===== config.mk =====
export PLATFORM = sky130hd
export DESIGN_NAME = active_format_extractor
export DESIGN_NICKNAME = d
export VERILOG_FILES = /design/src/pkg/afd_extract_pkg.sv /design/src/hdl/anc_word_parser.sv /design/src/hdl/active_format_extractor.sv
export SDC_FILE = /design/constraint.sdc
export NUM_CORES = 1
export LEC_CHECK = 0
export BUFFER_PORTS_ARGS = -buffer_cell sky130_fd_sc_hd__buf_2
export CORE_MARGIN = 3
export CORE_UTILIZATION = 40
export DETAILED_ROUTE_END_ITERATION = 10
export PLACE_DENSITY = 0.72
export SYNTH_ARGS = -nofsm -noshare
export SYNTH_HDL_FRONTEND = slang
export SYNTH_SLANG_ARGS = --single-unit

===== constraint.sdc =====
create_clock -name pclk -period 6.67 [get_ports pclk]
set_input_delay 1.0005 -clock pclk [delete_from_list [all_inputs] [get_ports pclk]]
set_output_delay 1.0005 -clock pclk [all_outputs]
set_load 0.05 [all_outputs]

===== src/pkg/afd_extract_pkg.sv =====
// constants, types and reset values for the active format extractor
// assumes a single pclk domain and word-indexed registers on apb
package afd_extract_pkg;

  // ----------------------------------------------------------------
  // stream layout
  // ----------------------------------------------------------------
  localparam int unsigned DATA_W   = 10;
  localparam logic [3:0]  TYPE_ANC = 4'hD;
  localparam logic [3:0]  TYPE_IMG = 4'h0;

  // ----------------------------------------------------------------
  // ancillary packet matching and payload positions
  // ----------------------------------------------------------------
  localparam logic [7:0] AFD_DID       = 8'h41;
  localparam logic [7:0] AFD_SDID      = 8'h05;
  localparam logic [7:0] AFD_DC        = 8'h08;
  localparam logic [7:0] POS_DID       = 8'h00;
  localparam logic [7:0] POS_SDID      = 8'h01;
  localparam logic [7:0] POS_DC        = 8'h02;
  localparam logic [7:0] POS_CODE      = 8'h03;
  localparam logic [7:0] POS_FLAGS     = 8'h06;
  localparam logic [7:0] POS_BAR1_HI   = 8'h07;
  localparam logic [7:0] POS_BAR1_LO   = 8'h08;
  localparam logic [7:0] POS_BAR2_HI   = 8'h09;
  localparam logic [7:0] POS_BAR2_LO   = 8'h0A;
  localparam logic [7:0] POS_LAST_OFS  = 8'h02;

  // ----------------------------------------------------------------
  // register indices (byte address is index times four)
  // ----------------------------------------------------------------
  localparam int unsigned ADDR_W      = 8;
  localparam logic [5:0]  IDX_CTRL    = 6'h00;
  localparam logic [5:0]  IDX_RSVD    = 6'h01;
  localparam logic [5:0]  IDX_IRQ     = 6'h02;
  localparam logic [5:0]  IDX_CODE    = 6'h03;
  localparam logic [5:0]  IDX_ASPECT  = 6'h04;
  localparam logic [5:0]  IDX_FLAGS   = 6'h05;
  localparam logic [5:0]  IDX_BAR1    = 6'h06;
  localparam logic [5:0]  IDX_BAR2    = 6'h07;
  localparam logic [5:0]  IDX_PRESENT = 6'h08;
  localparam int unsigned PASS_BIT    = 0;
  localparam int unsigned CHANGE_BIT  = 1;

  // ----------------------------------------------------------------
  // state types and reset values
  // ----------------------------------------------------------------
  typedef enum logic [3:0] {
    ST_IDLE = 4'b0001,
    ST_FWD  = 4'b0010,
    ST_DROP = 4'b0100,
    ST_ANC  = 4'b1000
  } pkt_state_t;

  typedef struct packed {
    pkt_state_t          st;
    logic                pass;
    logic                chg;
    logic [3:0]          code;
    logic                aspect;
    logic [3:0]          flags;
    logic [15:0]         bar1;
    logic [15:0]         bar2;
    logic                seen;
    logic                present;
    logic                ov;
    logic [DATA_W-1:0]   od;
    logic                osop;
    logic                oeop;
    logic [31:0]         rdata;
    logic                slverr;
  } core_t;

  typedef struct packed {
    logic [7:0]  pos;
    logic [7:0]  dc;
    logic        match;
    logic [3:0]  code;
    logic        aspect;
    logic [3:0]  flags;
    logic [15:0] bar1;
    logic [15:0] bar2;
    logic        hit;
  } parse_t;

  localparam core_t  CORE_RST  = '{st: ST_IDLE, default: '0};
  localparam parse_t PARSE_RST = '{default: '0};

endpackage : afd_extract_pkg


===== src/hdl/anc_word_parser.sv =====
// walks the words of an ancillary data packet and decodes format packets
// assumes words arrive one per accepted beat, start pulses on packet header
`timescale 1ns/1ps
`default_nettype none
module anc_word_parser
  import afd_extract_pkg::*;
(
  input  wire logic        pclk,
  input  wire logic        presetn,
  input  wire logic        start,
  input  wire logic        word_valid,
  input  wire logic [7:0]  word,
  output logic             hit,
  output logic [3:0]       code,
  output logic             aspect,
  output logic [3:0]       flags,
  output logic [15:0]      bar1,
  output logic [15:0]      bar2
);

  parse_t q_ff;
  parse_t nxt_q;

  always_comb begin
    nxt_q     = q_ff;
    nxt_q.hit = 1'b0;
    if (start) begin
      nxt_q.pos = POS_DID;
    end else if (word_valid) begin
      nxt_q.pos = 8'(q_ff.pos + 8'h01);
      // both ids checked on every embedded packet
      if (q_ff.pos == POS_DID) nxt_q.match = (word == AFD_DID);
      if (q_ff.pos == POS_SDID) nxt_q.match = q_ff.match & (word == AFD_SDID);
      if (q_ff.pos == POS_DC) begin
        nxt_q.dc = word;
        if (word == 8'h00) nxt_q.pos = POS_DID;
      end
      if (q_ff.match) begin
        if (q_ff.pos == POS_CODE) begin
          nxt_q.code   = word[6:3];
          nxt_q.aspect = word[2];
        end
        if (q_ff.pos == POS_FLAGS) nxt_q.flags = word[7:4];
        // pixel or line bounds depending on the code
        if (q_ff.pos == POS_BAR1_HI) nxt_q.bar1[15:8] = word;
        if (q_ff.pos == POS_BAR1_LO) nxt_q.bar1[7:0] = word;
        if (q_ff.pos == POS_BAR2_HI) nxt_q.bar2[15:8] = word;
        if (q_ff.pos == POS_BAR2_LO) nxt_q.bar2[7:0] = word;
      end
      if (q_ff.pos > POS_DC && q_ff.pos == 8'(q_ff.dc + POS_LAST_OFS)) begin
        nxt_q.pos = POS_DID;
        // short or long payloads are not trusted as format data
        nxt_q.hit = q_ff.match & (q_ff.dc == AFD_DC);
      end
    end
  end

  always_ff @(posedge pclk or negedge presetn) begin
    if (!presetn) begin
      q_ff <= PARSE_RST;
    end else begin
      q_ff <= nxt_q;
    end
  end

  assign hit    = q_ff.hit;
  assign code   = q_ff.code;
  assign aspect = q_ff.aspect;
  assign flags  = q_ff.flags;
  assign bar1   = q_ff.bar1;
  assign bar2   = q_ff.bar2;

endmodule : anc_word_parser
`default_nettype wire


===== src/hdl/active_format_extractor.sv =====
// packet filter and format register block behind an apb slave
// assumes the upstream stream carries the packet type in the low nibble of
// the start beat, and that apb runs on the same pclk
//
// The implementer's own choice: the APB slave port.
`timescale 1ns/1ps
`default_nettype none
module active_format_extractor
  import afd_extract_pkg::*;
(
  input  wire logic              pclk,
  input  wire logic              presetn,
  input  wire logic              psel,
  input  wire logic              penable,
  input  wire logic              pwrite,
  input  wire logic [ADDR_W-1:0] paddr,
  input  wire logic [31:0]       pwdata,
  output logic [31:0]            prdata,
  output logic                   pready,
  output logic                   pslverr,
  input  wire logic              in_valid,
  output logic                   in_ready,
  input  wire logic [DATA_W-1:0] in_data,
  input  wire logic              in_sop,
  input  wire logic              in_eop,
  output logic                   out_valid,
  input  wire logic              out_ready,
  output logic [DATA_W-1:0]      out_data,
  output logic                   out_sop,
  output logic                   out_eop,
  output logic                   irq
);

  // ----------------------------------------------------------------
  // state
  // ----------------------------------------------------------------
  core_t       q_ff;
  core_t       nxt_q;
  logic        acc;
  logic        fire;
  logic        start_anc;
  logic        hit;
  logic        changed;
  logic [3:0]  p_code;
  logic        p_aspect;
  logic [3:0]  p_flags;
  logic [15:0] p_bar1;
  logic [15:0] p_bar2;
  logic [5:0]  idx;
  logic        mapped;
  logic        wr_access;
  logic        setup;

  // ----------------------------------------------------------------
  // stream handshake
  // ----------------------------------------------------------------
  // discarded beats after the start beat never wait on the downstream side
  assign in_ready = (q_ff.st == ST_DROP || q_ff.st == ST_ANC) ? 1'b1
                  : (!q_ff.ov || out_ready);
  assign acc = in_valid && in_ready;
  assign start_anc = acc && in_sop && q_ff.st == ST_IDLE
                   && in_data[3:0] == TYPE_ANC;

  anc_word_parser u_parser (
    .pclk       (pclk),
    .presetn    (presetn),
    .start      (start_anc),
    .word_valid (acc && q_ff.st == ST_ANC),
    .word       (in_data[7:0]),
    .hit        (hit),
    .code       (p_code),
    .aspect     (p_aspect),
    .flags      (p_flags),
    .bar1       (p_bar1),
    .bar2       (p_bar2)
  );

  assign changed = hit && ({p_code, p_aspect, p_flags, p_bar1, p_bar2}
                        != {q_ff.code, q_ff.aspect, q_ff.flags, q_ff.bar1, q_ff.bar2});

  // ----------------------------------------------------------------
  // apb decode
  // ----------------------------------------------------------------
  assign idx       = paddr[ADDR_W-1:2];
  assign mapped    = (paddr[1:0] == 2'h0) && (idx <= IDX_PRESENT);
  assign setup     = psel && !penable;
  assign wr_access = psel && penable && pwrite;

  // ----------------------------------------------------------------
  // next state
  // ----------------------------------------------------------------
  always_comb begin
    nxt_q = q_ff;
    fire  = 1'b0;
    if (q_ff.ov && out_ready) nxt_q.ov = 1'b0;

    // set ahead of the case so an image start in the same cycle consumes it
    if (hit) nxt_q.seen = 1'b1;

    // the pass bit is sampled per packet so no packet is cut short
    unique case (q_ff.st)
      ST_IDLE: begin
        if (acc && in_sop) begin
          if (in_data[3:0] == TYPE_ANC) begin
            nxt_q.st = in_eop ? ST_IDLE : ST_ANC;
          end else if (q_ff.pass) begin
            fire     = 1'b1;
            nxt_q.st = in_eop ? ST_IDLE : ST_FWD;
          end else begin
            nxt_q.st = in_eop ? ST_IDLE : ST_DROP;
          end
          if (in_data[3:0] == TYPE_IMG) begin
            nxt_q.present = q_ff.seen || hit;
            nxt_q.seen    = 1'b0;
          end
        end
      end
      ST_FWD: begin
        if (acc) begin
          fire = 1'b1;
          if (in_eop) nxt_q.st = ST_IDLE;
        end
      end
      ST_DROP, ST_ANC: begin
        if (acc && in_eop) nxt_q.st = ST_IDLE;
      end
    endcase

    if (fire) begin
      nxt_q.ov   = 1'b1;
      nxt_q.od   = in_data;
      nxt_q.osop = in_sop;
      nxt_q.oeop = in_eop;
    end

    // decoded registers move only on a matching packet
    if (hit) begin
      nxt_q.code   = p_code;
      nxt_q.aspect = p_aspect;
      nxt_q.flags  = p_flags;
      nxt_q.bar1   = p_bar1;
      nxt_q.bar2   = p_bar2;
    end

    if (wr_access) begin
      if (idx == IDX_CTRL && paddr[1:0] == 2'h0) nxt_q.pass = pwdata[PASS_BIT];
      if (idx == IDX_IRQ && paddr[1:0] == 2'h0 && pwdata[CHANGE_BIT]) begin
        nxt_q.chg = 1'b0;
      end
    end
    // set after clear so a same-cycle event survives
    if (changed) nxt_q.chg = 1'b1;

    // read data is latched in the setup cycle, so no wait states
    if (setup) begin
      nxt_q.slverr = !mapped;
      nxt_q.rdata  = 32'h0000_0000;
      if (mapped) begin
        unique case (idx)
          IDX_CTRL:    nxt_q.rdata[PASS_BIT] = q_ff.pass;
          IDX_IRQ:     nxt_q.rdata[CHANGE_BIT] = q_ff.chg;
          IDX_CODE:    nxt_q.rdata[3:0] = q_ff.code;
          IDX_ASPECT:  nxt_q.rdata[0] = q_ff.aspect;
          IDX_FLAGS:   nxt_q.rdata[3:0] = q_ff.flags;
          IDX_BAR1:    nxt_q.rdata[15:0] = q_ff.bar1;
          IDX_BAR2:    nxt_q.rdata[15:0] = q_ff.bar2;
          IDX_PRESENT: nxt_q.rdata[0] = q_ff.present;
          default:     nxt_q.rdata = 32'h0000_0000;
        endcase
      end
    end
  end

  always_ff @(posedge pclk or negedge presetn) begin
    if (!presetn) begin
      q_ff <= CORE_RST;
    end else begin
      q_ff <= nxt_q;
    end
  end

  // ----------------------------------------------------------------
  // outputs
  // ----------------------------------------------------------------
  assign prdata    = q_ff.rdata;
  assign pready    = 1'b1;
  assign pslverr   = q_ff.slverr && psel && penable;
  assign out_valid = q_ff.ov;
  assign out_data  = q_ff.od;
  assign out_sop   = q_ff.osop;
  assign out_eop   = q_ff.oeop;
  assign irq       = q_ff.chg;
endmodule : active_format_extractor
`default_nettype wire


# Yosys cells after proc, flatten, opt, wreduce, memory -nomap -nowiden
# Index checks and enable logic that the tools add are counted.
# totals
reg_bits	154
inputBits	59
# op_classes
reduce_logical	47
magnitude_cmp	2
n_bitwise	3
n_addsub	2
n_eq_ne	29
muxes	46
# ops
cell	count
59-bit 2-to-1 mux	1
8-bit 2-to-1 mux	7
41-bit 2-to-1 mux	1
41-bit inequality test	1
8-bit by 4-bit equality test with 1-bit output (second input constant)	4
16-bit 2-to-1 mux	2
4-bit 2-to-1 mux	7
4-bit AND reduction	7
6-bit by 3-bit equality test with 1-bit output (second input constant)	4
8-bit by 3-bit equality test with 1-bit output (second input constant)	3
12-bit case mux with 2 select lines	1
1-bit logical AND	18
8-bit by 2-bit equality test with 1-bit output (second input constant)	2
8-bit zero test	2
1-bit 2-to-1 mux	14
13-bit 2-to-1 mux	1
6-bit by 2-bit equality test with 1-bit output (second input constant)	2
4-bit case mux with 3 select lines	1
2-bit nonzero test	5
3-bit AND reduction	3
8-bit by 1-bit adder with 8-bit output (second input constant)	1
8-bit by 2-bit adder with 8-bit output (second input constant)	1
4-bit equality test (second input constant)	2
8-bit by 1-bit equality test with 1-bit output (second input constant)	1
26 further kinds	38

# Logic depth before layout (Yosys ltp)
# Gate-level depths: netlist (run 1).
# logic_depth
word_depth	9
mapped_depth	9
mapped_depth_nobuf	7

# By module
# Synthesis (run 1) repeated with hierarchy kept, for this count alone.
# hier_totals
hier_cells	628
area_unflattened_um2	7329.5
# by_module_without_submodules
mod	area_per_inst_um2	n_inst	cells_each
active_format_extractor	4270.3	1	375
anc_word_parser	3059.2	1	253

# Least setup slack after synthesis (run 1)
# OpenSTA, ideal clock, no wires.
# synth_path
path_kind	reg2reg
start	register q_ff[93] in the netlist's numbering
end	register q_ff (netlist bit out_data[1])
setup_ns	0.125
stages_incl_launch_ff	8
arrival_ns	3.065
slack_ns	3.480
cell_sequence	dfrtp_1 buf_2 xnor2_1 o311ai_1 and2_1 a21boi_1 buf_4 mux2_2
# synth_via
elab_chain_len	7
elab_cells_between_ends	11
cone_classes	eq/ne: 4; mux: 4; reduce/logical: 3
# synth_rtl
item	line	text
from (decl)	active_format_extractor.sv:37	core_t q_ff;
from (signal assigned)	active_format_extractor.sv:178	q_ff <= nxt_q;
4-bit by 3-bit equality test with 1-bit output / 4-bit equality test (equally long branches)	active_format_extractor.sv:58	assign in_ready = (q_ff.st == ST_DROP || q_ff.st == ST_ANC) ? 1'b1
1-bit logical OR (*)	active_format_extractor.sv:58	
1-bit 2-to-1 mux (*)	active_format_extractor.sv:58	
net in_ready	active_format_extractor.sv:22	output logic in_ready,
1-bit logical AND (*)	active_format_extractor.sv:60	assign acc = in_valid && in_ready;
1-bit logical AND	active_format_extractor.sv:103	if (acc && in_sop) begin
1-bit 2-to-1 mux	active_format_extractor.sv:103	
1-bit case mux with 2 select lines (*)	active_format_extractor.sv:101	unique case (q_ff.st)
# Mark *: on every way through the listed nets, which the timed path passes. The rest lies on a longest branch.
# A chain may end at the register's enable or synchronous reset.

# Worst setup path after layout (run 1)
# layout_path
start	input port in_valid
end	register u_parser.q_ff (netlist bit u_parser.bar1[5])
# layout_via
elab_chain_len	6
elab_cells_between_ends	7
cone_classes	bitwise: 1; reduce/logical: 6
# layout_rtl
item	line	text
from (decl)	active_format_extractor.sv:21	input wire logic in_valid,
1-bit logical AND (*)	active_format_extractor.sv:60	
1-bit logical AND (2 in series)	active_format_extractor.sv:61	assign start_anc = acc && in_sop && q_ff.st == ST_IDLE
1-bit logical AND	active_format_extractor.sv:62	&& in_data[3:0] == TYPE_ANC;
1-bit inverter (no source line)	-	
4-bit AND reduction (no source line) (*)	-	
to (signal assigned)	anc_word_parser.sv:62	q_ff <= nxt_q;
to (decl)	anc_word_parser.sv:21	parse_t q_ff;
# Mark *: on every way between the ends. The rest lies on a longest branch, timed or not.

==> results of run 1 <==
placed cells by master (no fill, tap or decap), drive strengths merged, types with 10 or more instances in the layout:
master	n
a21oi	10
conb	17
mux2	104
clkbuf	19
nand4	10
o21ai	23
a22oi	12
inv	12
nand2	25
dfrtp	137
nor2	18
nand3	16
xnor2	43
buf	62
per-stage QoR:
stage | hold slack [ps] | util [%] | cell area (sq um) | setup WS (ps) | power [uW]
6_report | 475.6 | 45.89 | 7745 | 3806 | 1939
5_1_grt | 501.1 | 45.89 | 7745 | 3624 | 2011
4_1_cts | 484.4 | 45.89 | 7745 | 3823 | 1963
3_5_place_dp | 471.6 | 42.68 | 7203 | 3415 | 1093
3_3_place_gp | 460.9 | 42.68 | 7203 | 3448 | 1085
2_1_floorplan | 447.1 | - | 7069 | 3480 | 1048
routing by layer:
layer | wire (microns) | vias to the layer above | track usage, %
met5 | 0 | - | 0
met4 | 290 | 0 | 6.344
met3 | 771 | 22 | 4.178
met2 | 7670 | 151 | 27.13
met1 | 6852 | 2421 | 21.07
li1 | - | 2144 | -
final cells by class:
class	count	area (sq um)	share of cell area, %
clock buffer	19	442.9	5.719
sequential	138	3455	44.60
multi-input combinational	395	3110	40.16
clock inverter	11	98.84	1.276
inverter	11	41.29	0.5331
tap	220	275.3	3.554
timing repair buffer	62	321.6	4.152
worst max path at each step:
| stage | depth (start not counted) | start | endpoint | slack, ps |
|---|---|---|---|---|
| floorplan | 7 | q_ff[93] | out_data[1] | 3480 |
| global placement | 7 | in_valid | u_parser.bar1[4] | 3450 |
| detailed placement | 7 | in_valid | u_parser.bar1[3] | 3410 |
| CTS | 5 | q_ff[91] | out_data[2] | 3820 |
| global route | 7 | in_valid | u_parser.bar1[4] | 3620 |
| finish | 7 | in_valid | u_parser.bar1[5] | 3810 |
power groups by stage:
stage | combinational, uW | sequential, uW | clock (uW)
detailed placement | 191 | 902 | 0
global placement | 186 | 900 | 0
finish | 190 | 888 | 861
floorplan | 149 | 899 | 0
global route | 206 | 892 | 914
CTS | 191 | 888 | 884
cells by family (layout without fill, tap and decap cells):
kind of cell	after synthesis	count (layout)	share of synthesized area, %
buffers and inverters	88	103	7.333
and+or+nand+nor	128	128	10.26
adders and majority gates	5	5	0.8921
muxes	108	108	17.27
other	2	17	0.1071
xor gates and xnor gates	52	52	6.494
DFF	138	138	49.26
AOI/OAI and AO/OA	85	85	8.386
state kept, by name, summed over array words and instances (netlist names):
signal,count
u_parser.bar1,16
out_eop,1
out_data,10
u_parser.aspect,1
q_ff,49
out_valid,1
u_parser.bar2,16
u_parser.hit,1
out_sop,1
u_parser.flags,4
u_parser.code,4
u_parser.q_ff,17
prdata,16
irq,1
worst max-delay path, stage by stage:
cell and delay (ps):
buf_2 80, nand2_1 60, nor4_2 590, nand3_1 190, nor3b_1 320, and2_1 520
mux2_2 400
==> flow_metrics.py, run 1 <==
metrics = {
    "status": {
        "status": "complete, no violations",
    },
    "clock_network": {
        "cts_resized": 0,
        "clock_latency_ps": 410,
        "clkSinkCount": 138,
        "clockBufferDepth": 2,
        "cts_root_buffer": "clkbuf_16",
        "cts_tree": "done",
        "cts_made_buffers": 17,
        "h-tree-depth": 4,
        "clk_pin_slew_ps": 60,
        "hold_buffers": 0,
        "postCtsSetupRepairBufs": 0,
    },
    "sta": {
        "fmax_ghz": 0.3492,
        "rsz0062_at_grt": "no",
        "tns_ps": 0,
        "skew_ps": 10.05,
        "finalCritPeriodShare_pct": 42.94,
        "hold_viol": 0,
        "period_minus_slack_ps": 2864,
        "worst_pin_slew_ps": 1245,
        "slew_viol_final": 0,
        "setup_viol_count_final": 0,
        "maxSlewHeadroom_pct": 16.80,
    },
    "synth": {
        "yosysWarningCount": 0,
        "syn_avg_cell_area_sq_um": 11.57,
        "synth.cell_area_sq_mm": 0.007013,
        "synth_ff_type": "dfrtp_1",
        "synth.most_common_cell": "dfrtp_1",
        "synth_commonest_cells": "dfrtp_1 (137), mux2_2 (85), buf_4 (45)",
        "synth_cells": 606,
        "synthArstFlopShare_pct": 100.0,
        "synth.area.top_cells": "dfrtp_1 (49%), mux2_2 (14%), xnor2_1 (5.4%), buf_4 (4.8%), mux2_1 (3.1%)",
        "seq_area_frac_synth_pct": 49.26,
        "ys_ff_latch": 138,
        "synth_top_area_share_pct": 48.88,
        "synth-edff-count": 0,
        "synth_top_cell_by_area": "dfrtp_1",
        "synth_cell_types": 62,
    },
    "min_path": {
        "min_path_cells": 2,
        "hold_end": "prdata[13]",
        "hp-start": "prdata[13]",
        "min_path_type": "reg2reg",
    },
    "floorplan": {
        "die_height_microns": 138.4,
        "core-area_sq_mm": 0.01688,
        "fp.dieW_microns": 138.4,
        "dieArea_sq_mm": 0.01916,
        "initial_core_util_pct": 41.55,
        "num_rows": 47,
        "pin_count": 108,
    },
    "drt": {
        "drcViolationCount": 0,
        "drt_iter0_drc": 306,
        "vias_per_cell": 5.535,
        "drt_wl_total_microns": 15580,
        "route.vias.total": 4738,
        "postRouteAntennaNets": 0,
        "dr.pass1.iters": 4,
        "routedWlPerCell_microns": 18.21,
    },
    "power": {
        "seqPwrFrac_pct": 45.8,
        "p_int_uw": 1432,
        "power_frac_clock_pct": 44.4,
        "p_leak_uw": 0.003674,
        "p_per_area_mw_per_mm2": 250.4,
        "power.net_switching_uw": 507.1,
        "p_comb_share_pct": 9.8,
        "switching_share_pct": 26.15,
        "peakVddDrop_mv": 0.1805,
    },
    "final_layout": {
        "fin_cells": 856,
        "antenna_cells": 0,
        "nNetsFinal": 689,
        "fillers": 1517,
        "drive_gt1_share_pct": 29.25,
        "syn2layout_area_growth_pct": 10.44,
    },
    "critical_path": {
        "reg2reg_depth": 5,
        "crit_path_start_kind": "input port",
        "criticalPathCategory": "in2reg",
        "cp_max_fo": 8,
        "cp.required_ps": 6970,
        "arrival_ps": 3160,
        "r2r_end": "out_data[2]",
        "timing.rr.start": "q_ff[91]",
        "rrSetupSlack_ps": 3840,
        "crit_path_end_kind": "flip-flop",
    },
    "placement": {
        "dp_cells": 826,
        "place_hpwl_microns": 10810,
        "place.gp.congestion": 0.8783,
        "port_buffers": 60,
    },
    "flow_run": {
        "max-cap-violations": 0,
    },
    "global_route": {
        "grt_max_degree": 78,
        "overflow": 0,
        "antenna_found_initial": 0,
        "grt_util_all_layers_pct": 16.50,
        "grt_pass1_wl_microns": 25410,
        "grt_pass1_vias": 4920,
    },
}
No activity file was read; power rests on OpenSTA's default activity.
==> inputs of run 2 (changes only) <==
PLACE_DENSITY = 0.74   (was 0.72)
clock period = 2.48 ns   (was 6.67 ns; I/O delays follow)
==> run 2 against run 1 <==
  * Worst setup slack lost 3600 ps
  * First-iteration DRC count shrank 17%
  * Power grew to 2.8 times the previous value
  * Critical path type is now reg2reg
  * Clock power grew to 3.0 times the previous value
  * Global-route usage shrank 0.44 points
  * Flip-flop and latch count is the same
  * Routed wire length shrank 3.1%
==> flow_metrics.py, run 2 (synthesis results as in run 1) <==
metrics = {
    "status": {
        "status": "complete, no violations",
    },
    "drt": {
        "postRouteAntennaNets": 0,
        "drt_wl_total_microns": 15100,
        "dr.pass1.iters": 4,
        "drcViolationCount": 0,
        "drt_iter0_drc": 255,
        "routedWlPerCell_microns": 17.22,
        "route.vias.total": 4684,
        "vias_per_cell": 5.341,
    },
    "sta": {
        "skew_ps": 12.56,
        "setup_ws_ps": 177.7,
        "fmax_ghz": 0.4344,
        "holdWs_ps": 183.2,
        "rsz0062_at_grt": "no",
        "maxSlewHeadroom_pct": 31.24,
        "setup_viol_count_final": 0,
        "tns_ps": 0,
        "hold_viol": 0,
        "period_minus_slack_ps": 2302,
        "slew_viol_final": 0,
        "finalCritPeriodShare_pct": 92.83,
        "worst_pin_slew_ps": 1024,
    },
    "final_layout": {
        "top_register": "q_ff",
        "reg.largest.list": "q_ff: 49 flops, u_parser.q_ff: 17 flops",
        "nNetsFinal": 708,
        "final_common_cell": "dfrtp_1",
        "drive_gt1_share_pct": 31.51,
        "antenna_cells": 0,
        "largest_reg_flops": 49,
        "mostFrequentLayoutCells": "dfrtp_1 (137), mux2_2 (85), buf_2 (59)",
        "syn2layout_area_growth_pct": 14.42,
    },
    "clock_network": {
        "cts_tree": "done",
        "cts_root_buffer": "clkbuf_16",
        "clockBufferDepth": 2,
        "clkSinkCount": 138,
        "cts_made_buffers": 17,
        "clk_pin_slew_ps": 60,
        "h-tree-depth": 4,
        "clock_latency_ps": 410,
    },
    "global_route": {
        "antenna_found_initial": 0,
        "grt_max_degree": 55,
        "overflow": 0,
        "grt_pass1_vias": 4737,
        "grt_util_all_layers_pct": 16.06,
        "grt_pass1_wl_microns": 25010,
    },
    "floorplan": {
        "initial_core_util_pct": 41.55,
        "dieArea_sq_mm": 0.01916,
        "pin_count": 108,
        "core-area_sq_mm": 0.01688,
        "die_height_microns": 138.4,
        "num_rows": 47,
        "fp.dieW_microns": 138.4,
    },
    "critical_path": {
        "crit_path_start_kind": "flip-flop",
        "arrival_ps": 2590,
        "crit_path_end_kind": "flip-flop",
        "reg2reg_depth": 7,
        "endpoint": "u_parser.q_ff[53]",
        "criticalPathCategory": "reg2reg",
        "r2r_end": "u_parser.q_ff[53]",
        "rrSetupSlack_ps": 180,
        "cp.required_ps": 2770,
        "startpoint": "u_parser.q_ff[44]",
        "cp_max_fo": 11,
        "timing.rr.start": "u_parser.q_ff[44]",
    },
    "placement": {
        "place.gp.congestion": 0.8395,
        "place_hpwl_microns": 10220,
        "port_buffers": 60,
        "dpl_worst_slack_ps": 159.8,
    },
    "flow_run": {
        "max-cap-violations": 0,
    },
    "power": {
        "p_leak_uw": 0.003828,
        "peakVddDrop_mv": 0.4567,
        "p_per_area_mw_per_mm2": 685.9,
    },
    "min_path": {
        "min_path_type": "in2reg",
    },
}
-- run 2: cell types whose count changed in the layout (fill, tap and decap cells not counted), sizes merged --
cell         before  now
clkinvlp          3    1
clkbuf           19   17
bufinv            1    2
dlygate4sd3       0    1
inv              12   17
buf              62   80
-- run 2: worst max-delay path, cell delays in order, from the launching register on --
cell and delay, ps:
dfrtp_1 380, ha_1 240, or4_1 510, a311o_1 340, a31oi_2 180, buf_4 190
nor4b_1 70, a211o_1 280
-- run 2: power by group --
| group | switching (uW) | internal, uW |
|---|---|---|
| logic | 373 | 148 |
| registers | 67.9 | 2320 |
| clock network | 1070 | 1530 |
-- run 2: metrics by stage --
stage	cell area [sq um]	cells	total power, uW	util [%]
floorplan	7087	621	2825	-
global placement	7396	844	2944	43.82
detailed placement	7396	844	2950	43.82
CTS	8018	877	5553	47.51
global route	8024	877	5711	47.54
finish	8024	877	5503	47.54
-- run 2: per-layer routing --
layer / global-route usage [%] / routed length [microns] / vias up
met4: 4.940 / 224 / 0
li1: - / - / 2191
met5: 0 / 0 / -
met2: 25.41 / 7112 / 121
met1: 21.99 / 7046 / 2356
met3: 3.902 / 715 / 16
-- run 2: what timing repair did --
| item | in CTS | in global routing |
|---|---|---|
| hold endpoints to repair | 51 | 0 |
| hold buffers | 1 | 0 |
| setup endpoints to repair | 0 | 3 |
| resized for setup | 0 | 1 |
| setup buffers | 0 | 0 |
-- run 2: worst min-delay path by stage --
stage | cells past startpoint | start | slack [ps] | endpoint
floorplan | 0 | presetn | 80 | irq
global placement | 1 | presetn | 370 | u_parser.q_ff[46]
detailed placement | 1 | presetn | 380 | u_parser.q_ff[46]
CTS | 2 | in_data[9] | 170 | out_data[9]
global route | 2 | in_data[9] | 180 | out_data[9]
finish | 2 | in_data[8] | 180 | out_data[8]
-- run 2: layout make-up --
cell class	count	area, sq um
Fill cell	1524	8853
Tap cell	220	275.3
Clock buffer	17	425.4
Sequential cell	138	3455
Inverter	11	41.29
Multi-Input combinational cell	395	3124
Timing Repair Buffer	81	516.7
Clock inverter	15	186.4
